--- src/logic/i2c_start_defs.svh ---
`ifndef I2C_START_DEFS_SVH
`define I2C_START_DEFS_SVH

// ***********************************************************************
// Register byte offsets
// ***********************************************************************
`define OFF_CTRL2      8'h00
`define OFF_STATUS     8'h04
`define OFF_BAUD       8'h08
`define OFF_XBUF       8'h0c
`define OFF_EVT        8'h10
`define OFF_EVT_EN     8'h14
`define OFF_EVT_CLR    8'h18
`define OFF_LINE       8'h1c

// ***********************************************************************
// Field positions
// ***********************************************************************
`define START_REQ_BIT  0
`define START_SEEN_BIT 3
`define CTRL2_LOCK_W   5
`define EVT_BCOL_BIT   0
`define EVT_WRITE_COLLISION_FLAG_BIT   1
`define EVT_DONE_BIT   2
`define LINE_REL_BIT   0

// ***********************************************************************
// Reset values and timing
// ***********************************************************************
`define CTRL2_RESET    8'h00
`define BAUD_RESET     7'h00
`define XBUF_RESET     8'h00
`define EVT_RESET      3'h0
`define INSTR_DIV      4

`endif

--- src/logic/i2c_start_pkg.sv ---
package i2c_start_pkg;

  typedef enum logic [3:0] {
    ST_IDLE  = 4'b0001,
    ST_CHECK = 4'b0010,
    ST_HOLD  = 4'b0100,
    ST_TAIL  = 4'b1000
  } start_state_t;

  typedef logic [2:0] evt_vec_t;

endpackage

--- src/logic/baud_if.sv ---
`timescale 1ns/1ns
`default_nettype none

interface baud_if #(parameter int W = 7);
  logic         load;
  logic         halt;
  logic [W-1:0] reloadVal;
  logic         timeout;

  modport ctrl (output load, output halt, output reloadVal, input timeout);
  modport gen  (input load, input halt, input reloadVal, output timeout);
endinterface

`default_nettype wire

--- src/logic/i2c_start_gen.sv ---
`timescale 1ns/1ns
`default_nettype none
`include "i2c_start_defs.svh"

module i2c_start_gen #(
  parameter int BAUD_W = 7,
  parameter int DIV    = `INSTR_DIV
) (
  input  wire logic        core_clk,
  input  wire logic        rst,
  input  wire logic        wb_cyc_i,
  input  wire logic        wb_stb_i,
  input  wire logic        wb_we_i,
  input  wire logic [7:0]  wb_adr_i,
  input  wire logic [3:0]  wb_sel_i,
  input  wire logic [31:0] wb_dat_i,
  output logic      [31:0] wb_dat_o,
  output logic             wb_ack_o,
  input  wire logic        sdaIn,
  output logic             sdaOut,
  output logic             sdaOeN,
  input  wire logic        sclIn,
  output logic             sclOut,
  output logic             sclOeN,
  output logic             irq
);

  // ***********************************************************************
  // State
  // ***********************************************************************
  i2c_start_pkg::start_state_t state_ff;
  i2c_start_pkg::start_state_t nxt_state;
  i2c_start_pkg::evt_vec_t     evt_ff;
  i2c_start_pkg::evt_vec_t     nxt_evt;
  i2c_start_pkg::evt_vec_t     evtEn_ff;
  i2c_start_pkg::evt_vec_t     nxt_evtEn;
  i2c_start_pkg::evt_vec_t     evtSet;
  i2c_start_pkg::evt_vec_t     evtClr;

  logic [7:0]        ctrl2_ff;
  logic [7:0]        nxt_ctrl2;
  logic [BAUD_W-1:0] baud_ff;
  logic [BAUD_W-1:0] nxt_baud;
  logic [7:0]        xbuf_ff;
  logic [7:0]        nxt_xbuf;
  logic              startSeen_ff;
  logic              nxt_startSeen;
  logic              sdaOeN_ff;
  logic              nxt_sdaOeN;
  logic              ack_ff;
  logic              nxt_ack;
  logic [31:0]       rdata_ff;
  logic [31:0]       nxt_rdata;
  logic              irq_ff;
  logic              nxt_irq;

  logic sdaMeta_ff;
  logic sdaSync_ff;
  logic sclMeta_ff;
  logic sclSync_ff;

  logic busReq;
  logic wrLow;
  logic busy;
  logic doLoad;
  logic doHalt;

  baud_if #(.W(BAUD_W)) bif ();

  baud_gen #(
    .W   (BAUD_W),
    .DIV (DIV)
  ) u_baud (
    .core_clk (core_clk),
    .rst      (rst),
    .bus      (bif)
  );

  assign bif.load      = doLoad;
  assign bif.halt      = doHalt;
  assign bif.reloadVal = baud_ff;

  // ***********************************************************************
  // Pin synchronisers
  // ***********************************************************************
  always_ff @(posedge core_clk) begin
    if (rst) begin
      sdaMeta_ff <= 1'b1;
      sdaSync_ff <= 1'b1;
      sclMeta_ff <= 1'b1;
      sclSync_ff <= 1'b1;
    end else begin
      sdaMeta_ff <= sdaIn;
      sdaSync_ff <= sdaMeta_ff;
      sclMeta_ff <= sclIn;
      sclSync_ff <= sclMeta_ff;
    end
  end

  // ***********************************************************************
  // Next-state logic: bus slave, sequencer, events
  // ***********************************************************************
  always_comb begin
    busReq        = wb_cyc_i && wb_stb_i && !ack_ff;
    wrLow         = busReq && wb_we_i && wb_sel_i[0];
    busy          = ctrl2_ff[`START_REQ_BIT] || (state_ff != i2c_start_pkg::ST_IDLE);
    nxt_state     = state_ff;
    nxt_ctrl2     = ctrl2_ff;
    nxt_baud      = baud_ff;
    nxt_xbuf      = xbuf_ff;
    nxt_evtEn     = evtEn_ff;
    nxt_startSeen = startSeen_ff;
    nxt_sdaOeN    = sdaOeN_ff;
    nxt_ack       = busReq;
    nxt_rdata     = '0;
    evtSet        = '0;
    evtClr        = '0;
    doLoad        = 1'b0;
    doHalt        = 1'b0;

    // Register writes
    if (wrLow) begin
      unique case (wb_adr_i)
        `OFF_CTRL2: begin
          if (busy) begin
            nxt_ctrl2[7:`CTRL2_LOCK_W] = wb_dat_i[7:`CTRL2_LOCK_W];
          end else begin
            nxt_ctrl2 = wb_dat_i[7:0];
          end
        end
        `OFF_BAUD: begin
          nxt_baud = wb_dat_i[BAUD_W-1:0];
        end
        `OFF_XBUF: begin
          if (busy) begin
            evtSet[`EVT_WRITE_COLLISION_FLAG_BIT] = 1'b1;
          end else begin
            nxt_xbuf = wb_dat_i[7:0];
          end
        end
        `OFF_EVT_EN: begin
          nxt_evtEn = wb_dat_i[2:0];
        end
        `OFF_EVT_CLR: begin
          evtClr = wb_dat_i[2:0];
        end
        `OFF_LINE: begin
          // Releasing the held SDA is only honoured between sequences
          if (wb_dat_i[`LINE_REL_BIT] && !busy) begin
            nxt_sdaOeN = 1'b1;
          end
        end
        default: begin
        end
      endcase
    end

    // Register reads; unmapped offsets answer zero
    if (busReq && !wb_we_i) begin
      unique case (wb_adr_i)
        `OFF_CTRL2:  nxt_rdata[7:0] = ctrl2_ff;
        `OFF_STATUS: nxt_rdata[`START_SEEN_BIT] = startSeen_ff;
        `OFF_BAUD:   nxt_rdata[BAUD_W-1:0] = baud_ff;
        `OFF_XBUF:   nxt_rdata[7:0] = xbuf_ff;
        `OFF_EVT:    nxt_rdata[2:0] = evt_ff;
        `OFF_EVT_EN: nxt_rdata[2:0] = evtEn_ff;
        `OFF_LINE:   nxt_rdata[2:0] = {sclSync_ff, sdaSync_ff, !sdaOeN_ff};
        default:     nxt_rdata = '0;
      endcase
    end

    // Start sequencer
    unique case (state_ff)
      i2c_start_pkg::ST_IDLE: begin
        if (ctrl2_ff[`START_REQ_BIT]) begin
          nxt_startSeen = 1'b0;
          nxt_state     = i2c_start_pkg::ST_CHECK;
        end
      end
      i2c_start_pkg::ST_CHECK: begin
        if (!sclSync_ff) begin
          // Covers both lines low as well as SCL alone low
          evtSet[`EVT_BCOL_BIT]       = 1'b1;
          nxt_ctrl2[`START_REQ_BIT]   = 1'b0;
          nxt_state                   = i2c_start_pkg::ST_IDLE;
        end else if (sdaSync_ff) begin
          doLoad    = 1'b1;
          nxt_state = i2c_start_pkg::ST_HOLD;
        end
      end
      i2c_start_pkg::ST_HOLD: begin
        if (!sclSync_ff || (bif.timeout && !sdaSync_ff)) begin
          evtSet[`EVT_BCOL_BIT]     = 1'b1;
          nxt_ctrl2[`START_REQ_BIT] = 1'b0;
          doHalt                    = 1'b1;
          nxt_state                 = i2c_start_pkg::ST_IDLE;
        end else if (bif.timeout) begin
          nxt_sdaOeN    = 1'b0;
          nxt_startSeen = 1'b1;
          doLoad        = 1'b1;
          nxt_state     = i2c_start_pkg::ST_TAIL;
        end
      end
      i2c_start_pkg::ST_TAIL: begin
        if (bif.timeout) begin
          // SDA stays driven low for the address phase that follows
          nxt_ctrl2[`START_REQ_BIT] = 1'b0;
          doHalt                    = 1'b1;
          evtSet[`EVT_DONE_BIT]     = 1'b1;
          nxt_state                 = i2c_start_pkg::ST_IDLE;
        end
      end
      default: begin
        nxt_state = i2c_start_pkg::ST_IDLE;
      end
    endcase

    // Set wins over a clear landing in the same cycle
    nxt_evt = (evt_ff & ~evtClr) | evtSet;
    nxt_irq = |(nxt_evt & nxt_evtEn);
  end

  // ***********************************************************************
  // Registers
  // ***********************************************************************
  always_ff @(posedge core_clk) begin
    if (rst) begin
      state_ff     <= i2c_start_pkg::ST_IDLE;
      ctrl2_ff     <= `CTRL2_RESET;
      baud_ff      <= `BAUD_RESET;
      xbuf_ff      <= `XBUF_RESET;
      evt_ff       <= `EVT_RESET;
      evtEn_ff     <= `EVT_RESET;
      startSeen_ff <= 1'b0;
      sdaOeN_ff    <= 1'b1;
      ack_ff       <= 1'b0;
      rdata_ff     <= '0;
      irq_ff       <= 1'b0;
    end else begin
      state_ff     <= nxt_state;
      ctrl2_ff     <= nxt_ctrl2;
      baud_ff      <= nxt_baud;
      xbuf_ff      <= nxt_xbuf;
      evt_ff       <= nxt_evt;
      evtEn_ff     <= nxt_evtEn;
      startSeen_ff <= nxt_startSeen;
      sdaOeN_ff    <= nxt_sdaOeN;
      ack_ff       <= nxt_ack;
      rdata_ff     <= nxt_rdata;
      irq_ff       <= nxt_irq;
    end
  end

  // ***********************************************************************
  // Outputs
  // ***********************************************************************
  assign wb_dat_o = rdata_ff;
  assign wb_ack_o = ack_ff;
  assign irq      = irq_ff;
  assign sdaOeN   = sdaOeN_ff;
  // Open-drain: only ever pulls low; SCL is never driven during a Start
  assign sdaOut   = 1'b0;
  assign sclOut   = 1'b0;
  assign sclOeN   = 1'b1;

endmodule

`default_nettype wire

--- src/logic/baud_gen.sv ---
`timescale 1ns/1ns
`default_nettype none
`include "i2c_start_defs.svh"

module baud_gen #(
  parameter int W   = 7,
  parameter int DIV = `INSTR_DIV
) (
  input wire logic core_clk,
  input wire logic rst,
  baud_if.gen      bus
);

  localparam int DW = (DIV > 1) ? $clog2(DIV) : 1;
  localparam logic [DW-1:0] DIV_LAST = DW'(DIV - 1);

  logic [DW-1:0] divCnt_ff;
  logic [DW-1:0] nxt_divCnt;
  logic [W-1:0]  cnt_ff;
  logic [W-1:0]  nxt_cnt;
  logic          run_ff;
  logic          nxt_run;
  logic          timeout_ff;
  logic          nxt_timeout;
  logic          tick;

  // ***********************************************************************
  // Instruction-cycle enable and down counter
  // ***********************************************************************
  always_comb begin
    tick        = (divCnt_ff == DIV_LAST);
    nxt_divCnt  = tick ? '0 : divCnt_ff + DW'(1);
    nxt_cnt     = cnt_ff;
    nxt_run     = run_ff;
    nxt_timeout = 1'b0;
    if (bus.load) begin
      // Divider restarts so every period is exactly (reload+1)*DIV+1 cycles from load to timeout
      nxt_divCnt = '0;
      nxt_cnt    = bus.reloadVal;
      nxt_run    = 1'b1;
    end else if (bus.halt) begin
      nxt_run = 1'b0;
    end else if (run_ff && tick) begin
      if (cnt_ff == '0) begin
        nxt_timeout = 1'b1;
        nxt_run     = 1'b0;
      end else begin
        nxt_cnt = cnt_ff - W'(1);
      end
    end
  end

  always_ff @(posedge core_clk) begin
    if (rst) begin
      divCnt_ff  <= '0;
      cnt_ff     <= '0;
      run_ff     <= 1'b0;
      timeout_ff <= 1'b0;
    end else begin
      divCnt_ff  <= nxt_divCnt;
      cnt_ff     <= nxt_cnt;
      run_ff     <= nxt_run;
      timeout_ff <= nxt_timeout;
    end
  end

  assign bus.timeout = timeout_ff;

endmodule

`default_nettype wire

--- config.mk ---
export PLATFORM = sky130hd
export DESIGN_NAME = i2c_start_gen
export DESIGN_NICKNAME = d
export VERILOG_FILES = /design/src/logic/i2c_start_pkg.sv /design/src/logic/baud_if.sv /design/src/logic/i2c_start_gen.sv /design/src/logic/baud_gen.sv
export VERILOG_INCLUDE_DIRS = /design/src /design/src/logic
export SDC_FILE = /design/constraint.sdc
export NUM_CORES = 1
export LEC_CHECK = 0
export BUFFER_PORTS_ARGS = -buffer_cell sky130_fd_sc_hd__buf_4
export CAP_MARGIN = 10
export CORE_UTILIZATION = 30
export DETAILED_ROUTE_END_ITERATION = 8
export GPL_ROUTABILITY_DRIVEN = 0
export PLACE_DENSITY_LB_ADDON = 0.25
export SETUP_SLACK_MARGIN = 0.3
export SYNTH_ARGS = -nofsm -noshare
export SYNTH_HDL_FRONTEND = slang
export SYNTH_HIERARCHICAL = 1
export SYNTH_SLANG_ARGS = --single-unit
--- constraint.sdc ---
create_clock -name core_clk -period 6 [get_ports core_clk]
set_clock_uncertainty 0.2 [all_clocks]
set_input_delay 1.2 -clock core_clk [delete_from_list [all_inputs] [get_ports core_clk]]
set_output_delay 1.2 -clock core_clk [all_outputs]
set_load 0.1 [all_outputs]
# Word level (Yosys, flattened, before mapping)
# Cells that the tools add are included.
totals:
  reg_bits: 84
  in_bits: 51
  out_inout_bits: 38
classes:
  addsub: 2
  n_eq_ne: 21
  muxes: 54
  bitwise_logic: 7
  n_reduce_logical: 34
ops:
  columns: ["cell", "count"]
  rows:
  - ["8-bit by 5-bit equality test with 1-bit output, second input constant", 4]
  - ["1-bit 2-to-1 mux", 30]
  - ["7-bit 2-to-1 mux", 4]
  - ["4-bit 2-to-1 mux", 6]
  - ["3-bit case mux with 6 select lines", 1]
  - ["8-bit by 4-bit equality test with 1-bit output, second input constant", 2]
  - ["4-bit case mux with 4 select lines", 1]
  - ["3-bit 2-to-1 mux", 4]
  - ["1-bit case mux with 2 select lines", 5]
  - ["3-bit case mux with 3 select lines", 1]
  - ["3-bit AND reduction", 3]
  - ["8-bit by 3-bit equality test with 1-bit output, second input constant", 1]
  - ["1-bit logical AND", 8]
  - ["8-bit zero test", 1]
  - ["2-bit != test, second input constant", 4]
  - ["4-bit AND reduction", 2]
  - ["7-bit zero test", 1]
  - ["7-bit by 1-bit subtractor with 7-bit output, second input constant", 1]
  - ["3-bit AND", 2]
  - ["1-bit zero test", 6]
  - ["2-bit AND reduction", 3]
  - ["3-bit nonzero test", 2]
  - ["3-bit OR reduction", 2]
  - ["4-bit by 1-bit equality test with 1-bit output, second input constant", 1]
  - ["18 further kinds", 23]

# Longest topological paths before layout
# Gate-level depths: netlist of the first run.
logic_depth:
  depth_word: 10
  depth_mapped: 9

# Hierarchy
# The synthesis of the first run kept the hierarchy.
by_module_without_submodules:
  columns: ["mod", "instances", "cells_per_inst", "area_each_um2", "seq_area_each_um2"]
  rows:
  - ["i2c_start_gen", 1, 275, 2366.0, 980.9]
  - ["baud_gen", 1, 62, 573.0, 220.2]

# Worst setup path after synthesis of the first run
# Ideal clock, no wire load.
synth_timing:
  path_type: "input port to flip-flop"
  startpoint: "input wb_adr_i[1]"
  endpoint: "register irq_ff, in the netlist irq"
  setup_time_ps: 124
  t_arrival_ps: 2543
  t_required_ps: 5676
  slack_ps: 3133
  path_stages: 7
  n_path_buf: 1
  cell_sequence: "or3b_1 buf_2 nor3b_1 nand3_1 a2bb2oi_1 a2bb2oi_1 o21ai_2"
synth_via:
  elab_chain_cells: 8
  word_cells_on_any_way: 14
  classes_between: "3 x eq/ne; 6 x mux; 4 x bitwise; 1 x reduce/logical"
synth_rtl:
  columns: ["element", "line_no", "text"]
  rows:
  - ["start, declared", "i2c_start_gen.sv:14", "input wire logic [7:0] wb_adr_i,"]
  - ["8-bit by 5-bit equality test with 1-bit output", "i2c_start_gen.sv:123", "unique case (wb_adr_i)"]
  - ["3-bit 2-to-1 mux", "i2c_start_gen.sv:123", null]
  - ["3-bit 2-to-1 mux", "i2c_start_gen.sv:122", "if (wrLow) begin"]
  - ["3-bit inverter", "i2c_start_gen.sv:219", "nxt_evt = (evt_ff & ~evtClr) | evtSet;"]
  - ["3-bit AND", "i2c_start_gen.sv:219", null]
  - ["3-bit OR", "i2c_start_gen.sv:219", null]
  - ["3-bit AND *", "i2c_start_gen.sv:220", "nxt_irq = |(nxt_evt & nxt_evtEn);"]
  - ["3-bit OR reduction *", "i2c_start_gen.sv:220", null]
  - ["end signal, assigned", "i2c_start_gen.sv:250", "irq_ff <= nxt_irq;"]
  - ["end, declared", "i2c_start_gen.sv:54", "logic irq_ff;"]
# Mark *: on every way between the ends. The rest lies on a longest branch, timed or not.
# A chain may end at the register's enable or synchronous reset.

# Worst setup path in the final report of the first run
layout_timing:
  startpoint: "input wb_adr_i[5]"
  endpoint: "register baud_ff[2]"
layout_via:
  elab_chain_cells: 2
layout_rtl:
  columns: ["element", "line_no", "text"]
  rows:
  - ["8-bit by 4-bit equality test with 1-bit output", "i2c_start_gen.sv:123", null]
  - ["2-bit AND reduction (no line)", null, null]
  - ["end signal, assigned", "i2c_start_gen.sv:230", "baud_ff <= `BAUD_RESET;"]
  - ["end signal, assigned", "i2c_start_gen.sv:242", "baud_ff <= nxt_baud;"]
  - ["end, declared", "i2c_start_gen.sv:42", "logic [BAUD_W-1:0] baud_ff;"]
# No other way between the ends.

==> flow_metrics.py, run 1 <==
metrics = {
    "routing": {
        "dr.pass1.iters": 6,
        "wl_um": 6620,
        "ant_nets": 0,
        "first_iter_violations": 160,
        "vias": 2411,
        "wl_per_cell_um": 13.3,
        "remaining_drc_errors": 0,
        "routed_via_density": 4.85,
    },
    "cells_and_area": {
        "syn_to_final_growth_pct": 16.1,
        "post-route-util_pct": 36.4,
        "nets": 416,
        "fin_cells": 497,
        "drive_above_1_share_pct": 18.5,
        "n_fill_cell": 996,
        "diodes": 0,
    },
    "worst_setup_path": {
        "r2r_slack_ps": 3370,
        "timing.rr.end": "u_baud/cnt_ff[3]",
        "end_kind": "register",
        "crit_slowest_cell": "nor3_2",
        "path_max_fanout": 14,
        "setup.worst_path.start_class": "primary input",
        "critPathTopFamily": "simple AND/OR/NAND/NOR gates",
        "worstPathRequired_ps": 5990,
        "r2r_cells": 7,
        "cp_num_buf_inv": 1,
        "worst-setup-path-type": "in2reg",
        "arrival_ps": 3370,
        "path_common_cell": "nand2_1",
        "reg2reg_from": "state_ff[0]",
        "crit_path_max_incr_delay_ps": 820,
        "worstPathCellList": "buf_4 > or4_4 > nor3_2 > nand2_1 > nand2_1 > a21oi_1",
    },
    "global_route": {
        "grt_first_pass_wirelength_um": 11000,
        "overflow": 0,
        "antenna_found_initial": 0,
        "first_global_vias": 2179,
        "grt_max_degree": 57,
        "track_usage_pct": 13.9,
    },
    "cts": {
        "clkSinkCount": 60,
        "cts.root.buffer_cell": "clkbuf_8",
        "cts_made_buffers": 9,
        "clock_latency_ps": 330,
        "cts_tree": "done",
        "clkTransAtPathRegs_ps": 70,
        "cts_setup_buffers": 0,
        "htree_levels": 3,
        "ctsResizeCount": 0,
        "cts_buffer_depth": 2,
        "ctsHoldBuffers": 0,
    },
    "timing": {
        "report.final.setup_viol": 0,
        "relSlewSlack_pct": 33.0,
        "tightest_slew_ps": 1000,
        "fmax_mhz": 296,
        "period_share_pct": 56.3,
        "fin_tns_setup_ps": 0,
        "hold_viol": 0,
        "grt_setup_unrepaired": "false",
        "min_period_ps": 3380,
        "slew_violations": 0,
    },
    "hold_path": {
        "holdPathStages": 1,
        "hp-class": "reg2reg",
        "holdCritStartpoint": "sdaMeta_ff",
        "min_to": "sdaSync_ff",
    },
    "logic_synthesis": {
        "netlist.area_leader.share_pct": 40.9,
        "synth_ff_type": "dfxtp_1",
        "ys_seq_area_share_pct": 40.9,
        "synth-simple-area-share_pct": 25.8,
        "ys_seq_elements": 60,
        "synth_edf_count": 0,
        "syn_area_um2": 2940,
        "synth-compound-area-share_pct": 14.4,
        "yosys_warnings": 6,
        "synth_common_cells": "60 x dfxtp_1, 38 x nor2_1, 27 x buf_4, 25 x nand2_1, 22 x a21oi_1",
        "synth_xor_xnor_area_share_pct": 0.298,
        "synth_area_leaders": "dfxtp_1 41%, buf_4 6.9%, mux2i_1 5.8%",
        "yosysMostFrequentCell": "dfxtp_1",
        "synth.distinct_cells": 59,
        "yosys.area.top_type": "dfxtp_1",
        "synthMuxAreaShare_pct": 6.94,
        "synth-adder-area-share_pct": 0.851,
        "ys_async_sr_fraction_pct": 0,
        "synth_top_family_by_area": "simple AND/OR/NAND/NOR gates",
        "syn_inst": 337,
        "syn_avg_cell_area_um2": 8.72,
    },
    "place": {
        "hpwl_um": 4530,
        "io_buffer_count": 34,
        "dp.cells": 481,
    },
    "floorplanning": {
        "rows": 35,
        "die_width_um": 101,
        "initial_core_util_pct": 31.4,
        "io_pins": 89,
        "die_area_um2": 10200,
        "die_y_um": 101,
        "core_um2": 9370,
    },
    "power_and_ir_drop": {
        "ir_drop_mv": 0.130,
        "power_density_nw_per_um2": 278,
        "p_leak_nw": 1.30,
    },
    "run": {
        "timing.max_cap.violations": 0,
    },
    "run_status": {
        "status": "finished, final reports clean",
    },
}
[registers in the layout, indices dropped and copies added, names as in the netlist]
signal	flops
ctrl2_ff	8
wb_dat_o	8
xbuf_ff	8
baud_ff	7
u_baud/cnt_ff	7
state_ff	4
evtEn_ff	3
evt_ff	3
u_baud/divCnt_ff	2
irq	1
sclMeta_ff	1
sclSync_ff	1
sdaMeta_ff	1
sdaOeN	1
sdaSync_ff	1
startSeen_ff	1
u_baud/bus.timeout	1
u_baud/run_ff	1
wb_ack_o	1
[report_power, final]
part	internal, mW	switching [mW]	leakage [nW]	total [mW]
sequential	0.401	0.00217	0.485	0.404
combinational	0.0160	0.0959	0.696	0.112
clock	0.275	0.157	0.117	0.432
total	0.693	0.255	1.30	0.947
[area by class of cell]
class / instances / area [um2] / area share, %
clock buffers: 11 / 131 / 3.85
flip-flops and latches: 60 / 1200 / 35.2
repair buffers: 35 / 263 / 7.70
clock inverters: 5 / 100 / 2.93
multi-input cells: 248 / 1520 / 44.6
well taps: 129 / 161 / 4.73
inverters: 9 / 33.8 / 0.990
[cell families (layout without fill, tap and decap cells)]
| kind of cell | after synthesis | in the layout |
|---|---|---|
| AOI/OAI and AO/OA | 62 | 62 |
| xor gates and xnor gates | 1 | 1 |
| adders and majority gates | 2 | 2 |
| buffers and inverters | 54 | 60 |
| DFF | 60 | 60 |
| muxes | 20 | 20 |
| other | 2 | 27 |
| and+or+nand+nor | 136 | 136 |
[cells in the final DEF (no fill, tap or decap), drive strengths merged, types with 5 or more instances in the layout]
cell and instances:
a211oi 5, a21oi 23, buf 35, clkbuf 11, conb 27, dfxtp 60
inv 8, mux2i 17, nand2 25, nand3 18, nor2 38, nor3 14
nor4 8, o21ai 8, or3 5
[per-stage QoR]
stage / setup WS (ps) / hold slack [ps] / power [mW] / cell area [um2]
after floorplan: 3130 / 189 / 0.517 / 3030
after global placement: 2340 / 197 / 0.524 / 3180
after detailed placement: 2340 / 198 / 0.524 / 3180
after CTS: 2680 / 225 / 0.960 / 3410
after global routing: 2510 / 238 / 0.984 / 3410
final: 2620 / 221 / 0.947 / 3410
[metal layers]
layer	part of all wire (%)	wire (um)	up-vias	global-route usage, %
met3	4.1	273	9	2.70
met1	50	3280	1108	19.5
met4	1.4	93	0	6.69
met5	0	0	-	0
met2	45	2970	83	20.3
li1	-	-	1211	-
[worst max-delay path by stage]
stage               cells after the start         end  slack, ps        start
floorplan                               7         irq       3130  wb_adr_i[1]
global placement                        6  baud_ff[6]       2340  wb_adr_i[5]
detailed placement                      6  baud_ff[2]       2340  wb_adr_i[5]
CTS                                     6  baud_ff[2]       2680  wb_adr_i[5]
global route                            6  baud_ff[3]       2510  wb_adr_i[5]
finish                                  6  baud_ff[2]       2620  wb_adr_i[5]
No activity file was read; power rests on OpenSTA's default activity.
==> inputs of run 2 (changes only) <==
ABC_AREA = 1   (was default)
clock period = 3.3 ns   (was 6 ns; I/O delays follow)
==> run 2 against run 1 <==
Global-route usage up 0.15 points. Final cell count up 27%. Count of clock-buffer cells in the layout unchanged. First-iteration DRC count decreased by 6.3%. Sequential cell count unchanged. Critical path depth increased by 4. Worst hold slack got worse by 6.8 ps. Largest cell class unchanged.
==> flow_metrics.py, run 2 <==
metrics = {
    "timing": {
        "slew_violations": 0,
        "relSlewSlack_pct": 52.7,
        "fin_tns_setup_ps": 0,
        "fmax_mhz": 441,
        "hold_viol": 0,
        "hold_slack_ps": 214,
        "tightest_slew_ps": 708,
        "period_share_pct": 68.7,
        "fin_ws_ps": 1030,
        "min_period_ps": 2270,
        "report.final.setup_viol": 0,
        "grt_setup_unrepaired": "false",
    },
    "logic_synthesis": {
        "netlist.area_leader.share_pct": 37.0,
        "synth.distinct_cells": 36,
        "yosysMostFrequentCell": "nand2_1",
        "synthMuxAreaShare_pct": 0,
        "synth_ff_type": "dfxtp_1",
        "synth_common_cells": "81 x nand2_1, 60 x dfxtp_1, 54 x inv_1, 54 x nor2_1, 34 x nand3_1",
        "ys_seq_area_share_pct": 37.0,
        "synth_xor_xnor_area_share_pct": 0,
        "synth_area_leaders": "dfxtp_1 37%, nand2_1 9.4%, buf_4 6.2%",
        "yosys_warnings": 6,
        "ys_async_sr_fraction_pct": 0,
        "yosys.area.top_type": "dfxtp_1",
        "synth-adder-area-share_pct": 0.770,
        "synth-compound-area-share_pct": 13.2,
        "synth_top_family_by_area": "simple AND/OR/NAND/NOR gates",
        "syn_inst": 452,
        "ys_seq_elements": 60,
        "synth-simple-area-share_pct": 33.5,
        "synth_edf_count": 0,
        "syn_avg_cell_area_um2": 7.19,
        "syn_area_um2": 3250,
    },
    "worst_setup_path": {
        "setup.worst_path.start_class": "register",
        "end_kind": "register",
        "path_max_fanout": 14,
        "arrival_ps": 2300,
        "worstPathCellList": "nor2_1 > nand2_1 > nor2_1 > nand2_1 > nand2_1 > inv_1 > nand2_4 > nand2_1 > nor2_1 > nor2_1",
        "worst-setup-path-type": "reg2reg",
        "worstPathRequired_ps": 3330,
        "critPathTopFamily": "simple AND/OR/NAND/NOR gates",
        "crit_slowest_cell": "dfxtp_1",
        "cp_num_buf_inv": 1,
        "crit_path_max_incr_delay_ps": 340,
    },
    "global_route": {
        "grt.busiest_layer": "met2",
        "met3_usage_pct": 3.62,
        "overflow": 0,
        "grt_use_met1_pct": 17.7,
        "grt_first_pass_wirelength_um": 12500,
        "antenna_found_initial": 0,
        "grt.met2_usage_pct": 23.1,
        "track_usage_pct": 14.1,
        "grt_max_degree": 24,
        "first_global_vias": 2658,
    },
    "run": {
        "timing.max_cap.violations": 0,
    },
    "floorplanning": {
        "initial_core_util_pct": 31.2,
        "io_pins": 89,
        "die_y_um": 106,
        "core_um2": 10400,
        "die_area_um2": 11300,
        "die_width_um": 106,
        "rows": 37,
    },
    "power_and_ir_drop": {
        "power_density_nw_per_um2": 422,
        "ir_drop_mv": 0.168,
        "p_leak_nw": 1.65,
    },
    "cts": {
        "clkTransAtPathRegs_ps": 70,
        "cts.root.buffer_cell": "clkbuf_8",
        "cts_setup_buffers": 0,
        "cts_buffer_depth": 2,
        "htree_levels": 3,
        "cts_made_buffers": 9,
        "ctsHoldBuffers": 0,
        "cts_tree": "done",
        "clkSinkCount": 60,
        "ctsResizeCount": 0,
        "clock_latency_ps": 340,
    },
    "hold_path": {
        "hp-class": "reg2reg",
    },
    "cells_and_area": {
        "n_fill_cell": 1133,
        "syn_to_final_growth_pct": 14.4,
        "final_cell_mix": "81 x nand2_1, 60 x dfxtp_1, 54 x inv_1, 54 x nor2_1",
        "drive_above_1_share_pct": 21.9,
        "diodes": 0,
        "multi_input_comb_area_um2": 1650,
        "ff_latch_area_um2": 1200,
        "final_common_cell": "nand2_1",
        "nets": 541,
        "fin_cells": 629,
    },
    "place": {
        "preCtsSetupSlack_ps": 1020,
        "io_buffer_count": 34,
        "hpwl_um": 5570,
        "dp.cells": 613,
    },
    "routing": {
        "remaining_drc_errors": 0,
        "first_iter_violations": 150,
        "vias": 2809,
        "wl_um": 7320,
        "routed_via_density": 4.47,
        "ant_nets": 0,
        "dr.pass1.iters": 4,
        "wl_per_cell_um": 11.6,
    },
    "run_status": {
        "status": "finished, final reports clean",
    },
}
run 2: cell types whose count changed after synthesis, moves of 7 or more:
cell / delta
clkbuf_1: -9
nor2_1: +16
nor4_1: -7
o21ai_0: +23
nor2_4: +7
nor2_2: +15
nor3_1: -8
inv_1: +46
nand2_1: +56
nand3_1: +17
mux2i_1: -17
run 2: layer usage:
metal  vias to the layer above  wire length, um
met5                         -                0
met4                         0              137
met3                        12              274
met2                        72             3480
met1                      1273             3430
li1                       1452                -
run 2: cells by family (layout without fill, tap and decap cells):
kind of cell	after synthesis	count (layout)
other	2	27
buffers and inverters	98	114
flip-flops	60	60
AND/OR/NAND/NOR	214	214
adder cells (fa/ha/maj)	2	2
AO/OA/AOI/OAI	76	76
run 2: through the flow:
step	util, %	instance area (um2)	total power [mW]
floorplan	-	3340	0.950
global placement	33.9	3530	0.964
detailed placement	33.9	3530	0.966
CTS	35.7	3720	1.59
global route	35.7	3720	1.64
finish	35.7	3720	1.57
run 2: final timing paths:
path,from,depth (start not counted),slack (ps),endpoint
worst max-delay path,state_ff[0],10,1030,u_baud/cnt_ff[5]
worst min-delay path,sdaMeta_ff,1,210,sdaSync_ff
worst max register to register,state_ff[0],10,1030,u_baud/cnt_ff[5]
worst min register to register,sdaMeta_ff,1,210,sdaSync_ff
run 2: area by class of cell:
cell class / count / share of cell area (%)
clock buffers: 11 / 4.07
clock inverters: 5 / 0.976
inverters: 64 / 6.87
multi-input cells: 319 / 44.3
flip-flops and latches: 60 / 32.3
well taps: 136 / 4.58
repair buffers: 34 / 6.87
run 2: where the power goes:
group | total [mW] | switching (mW) | internal [mW]
Sequential | 0.732 | 0.00276 | 0.730
Combinational | 0.216 | 0.185 | 0.0314
Clock | 0.621 | 0.308 | 0.313
Total | 1.57 | 0.495 | 1.07
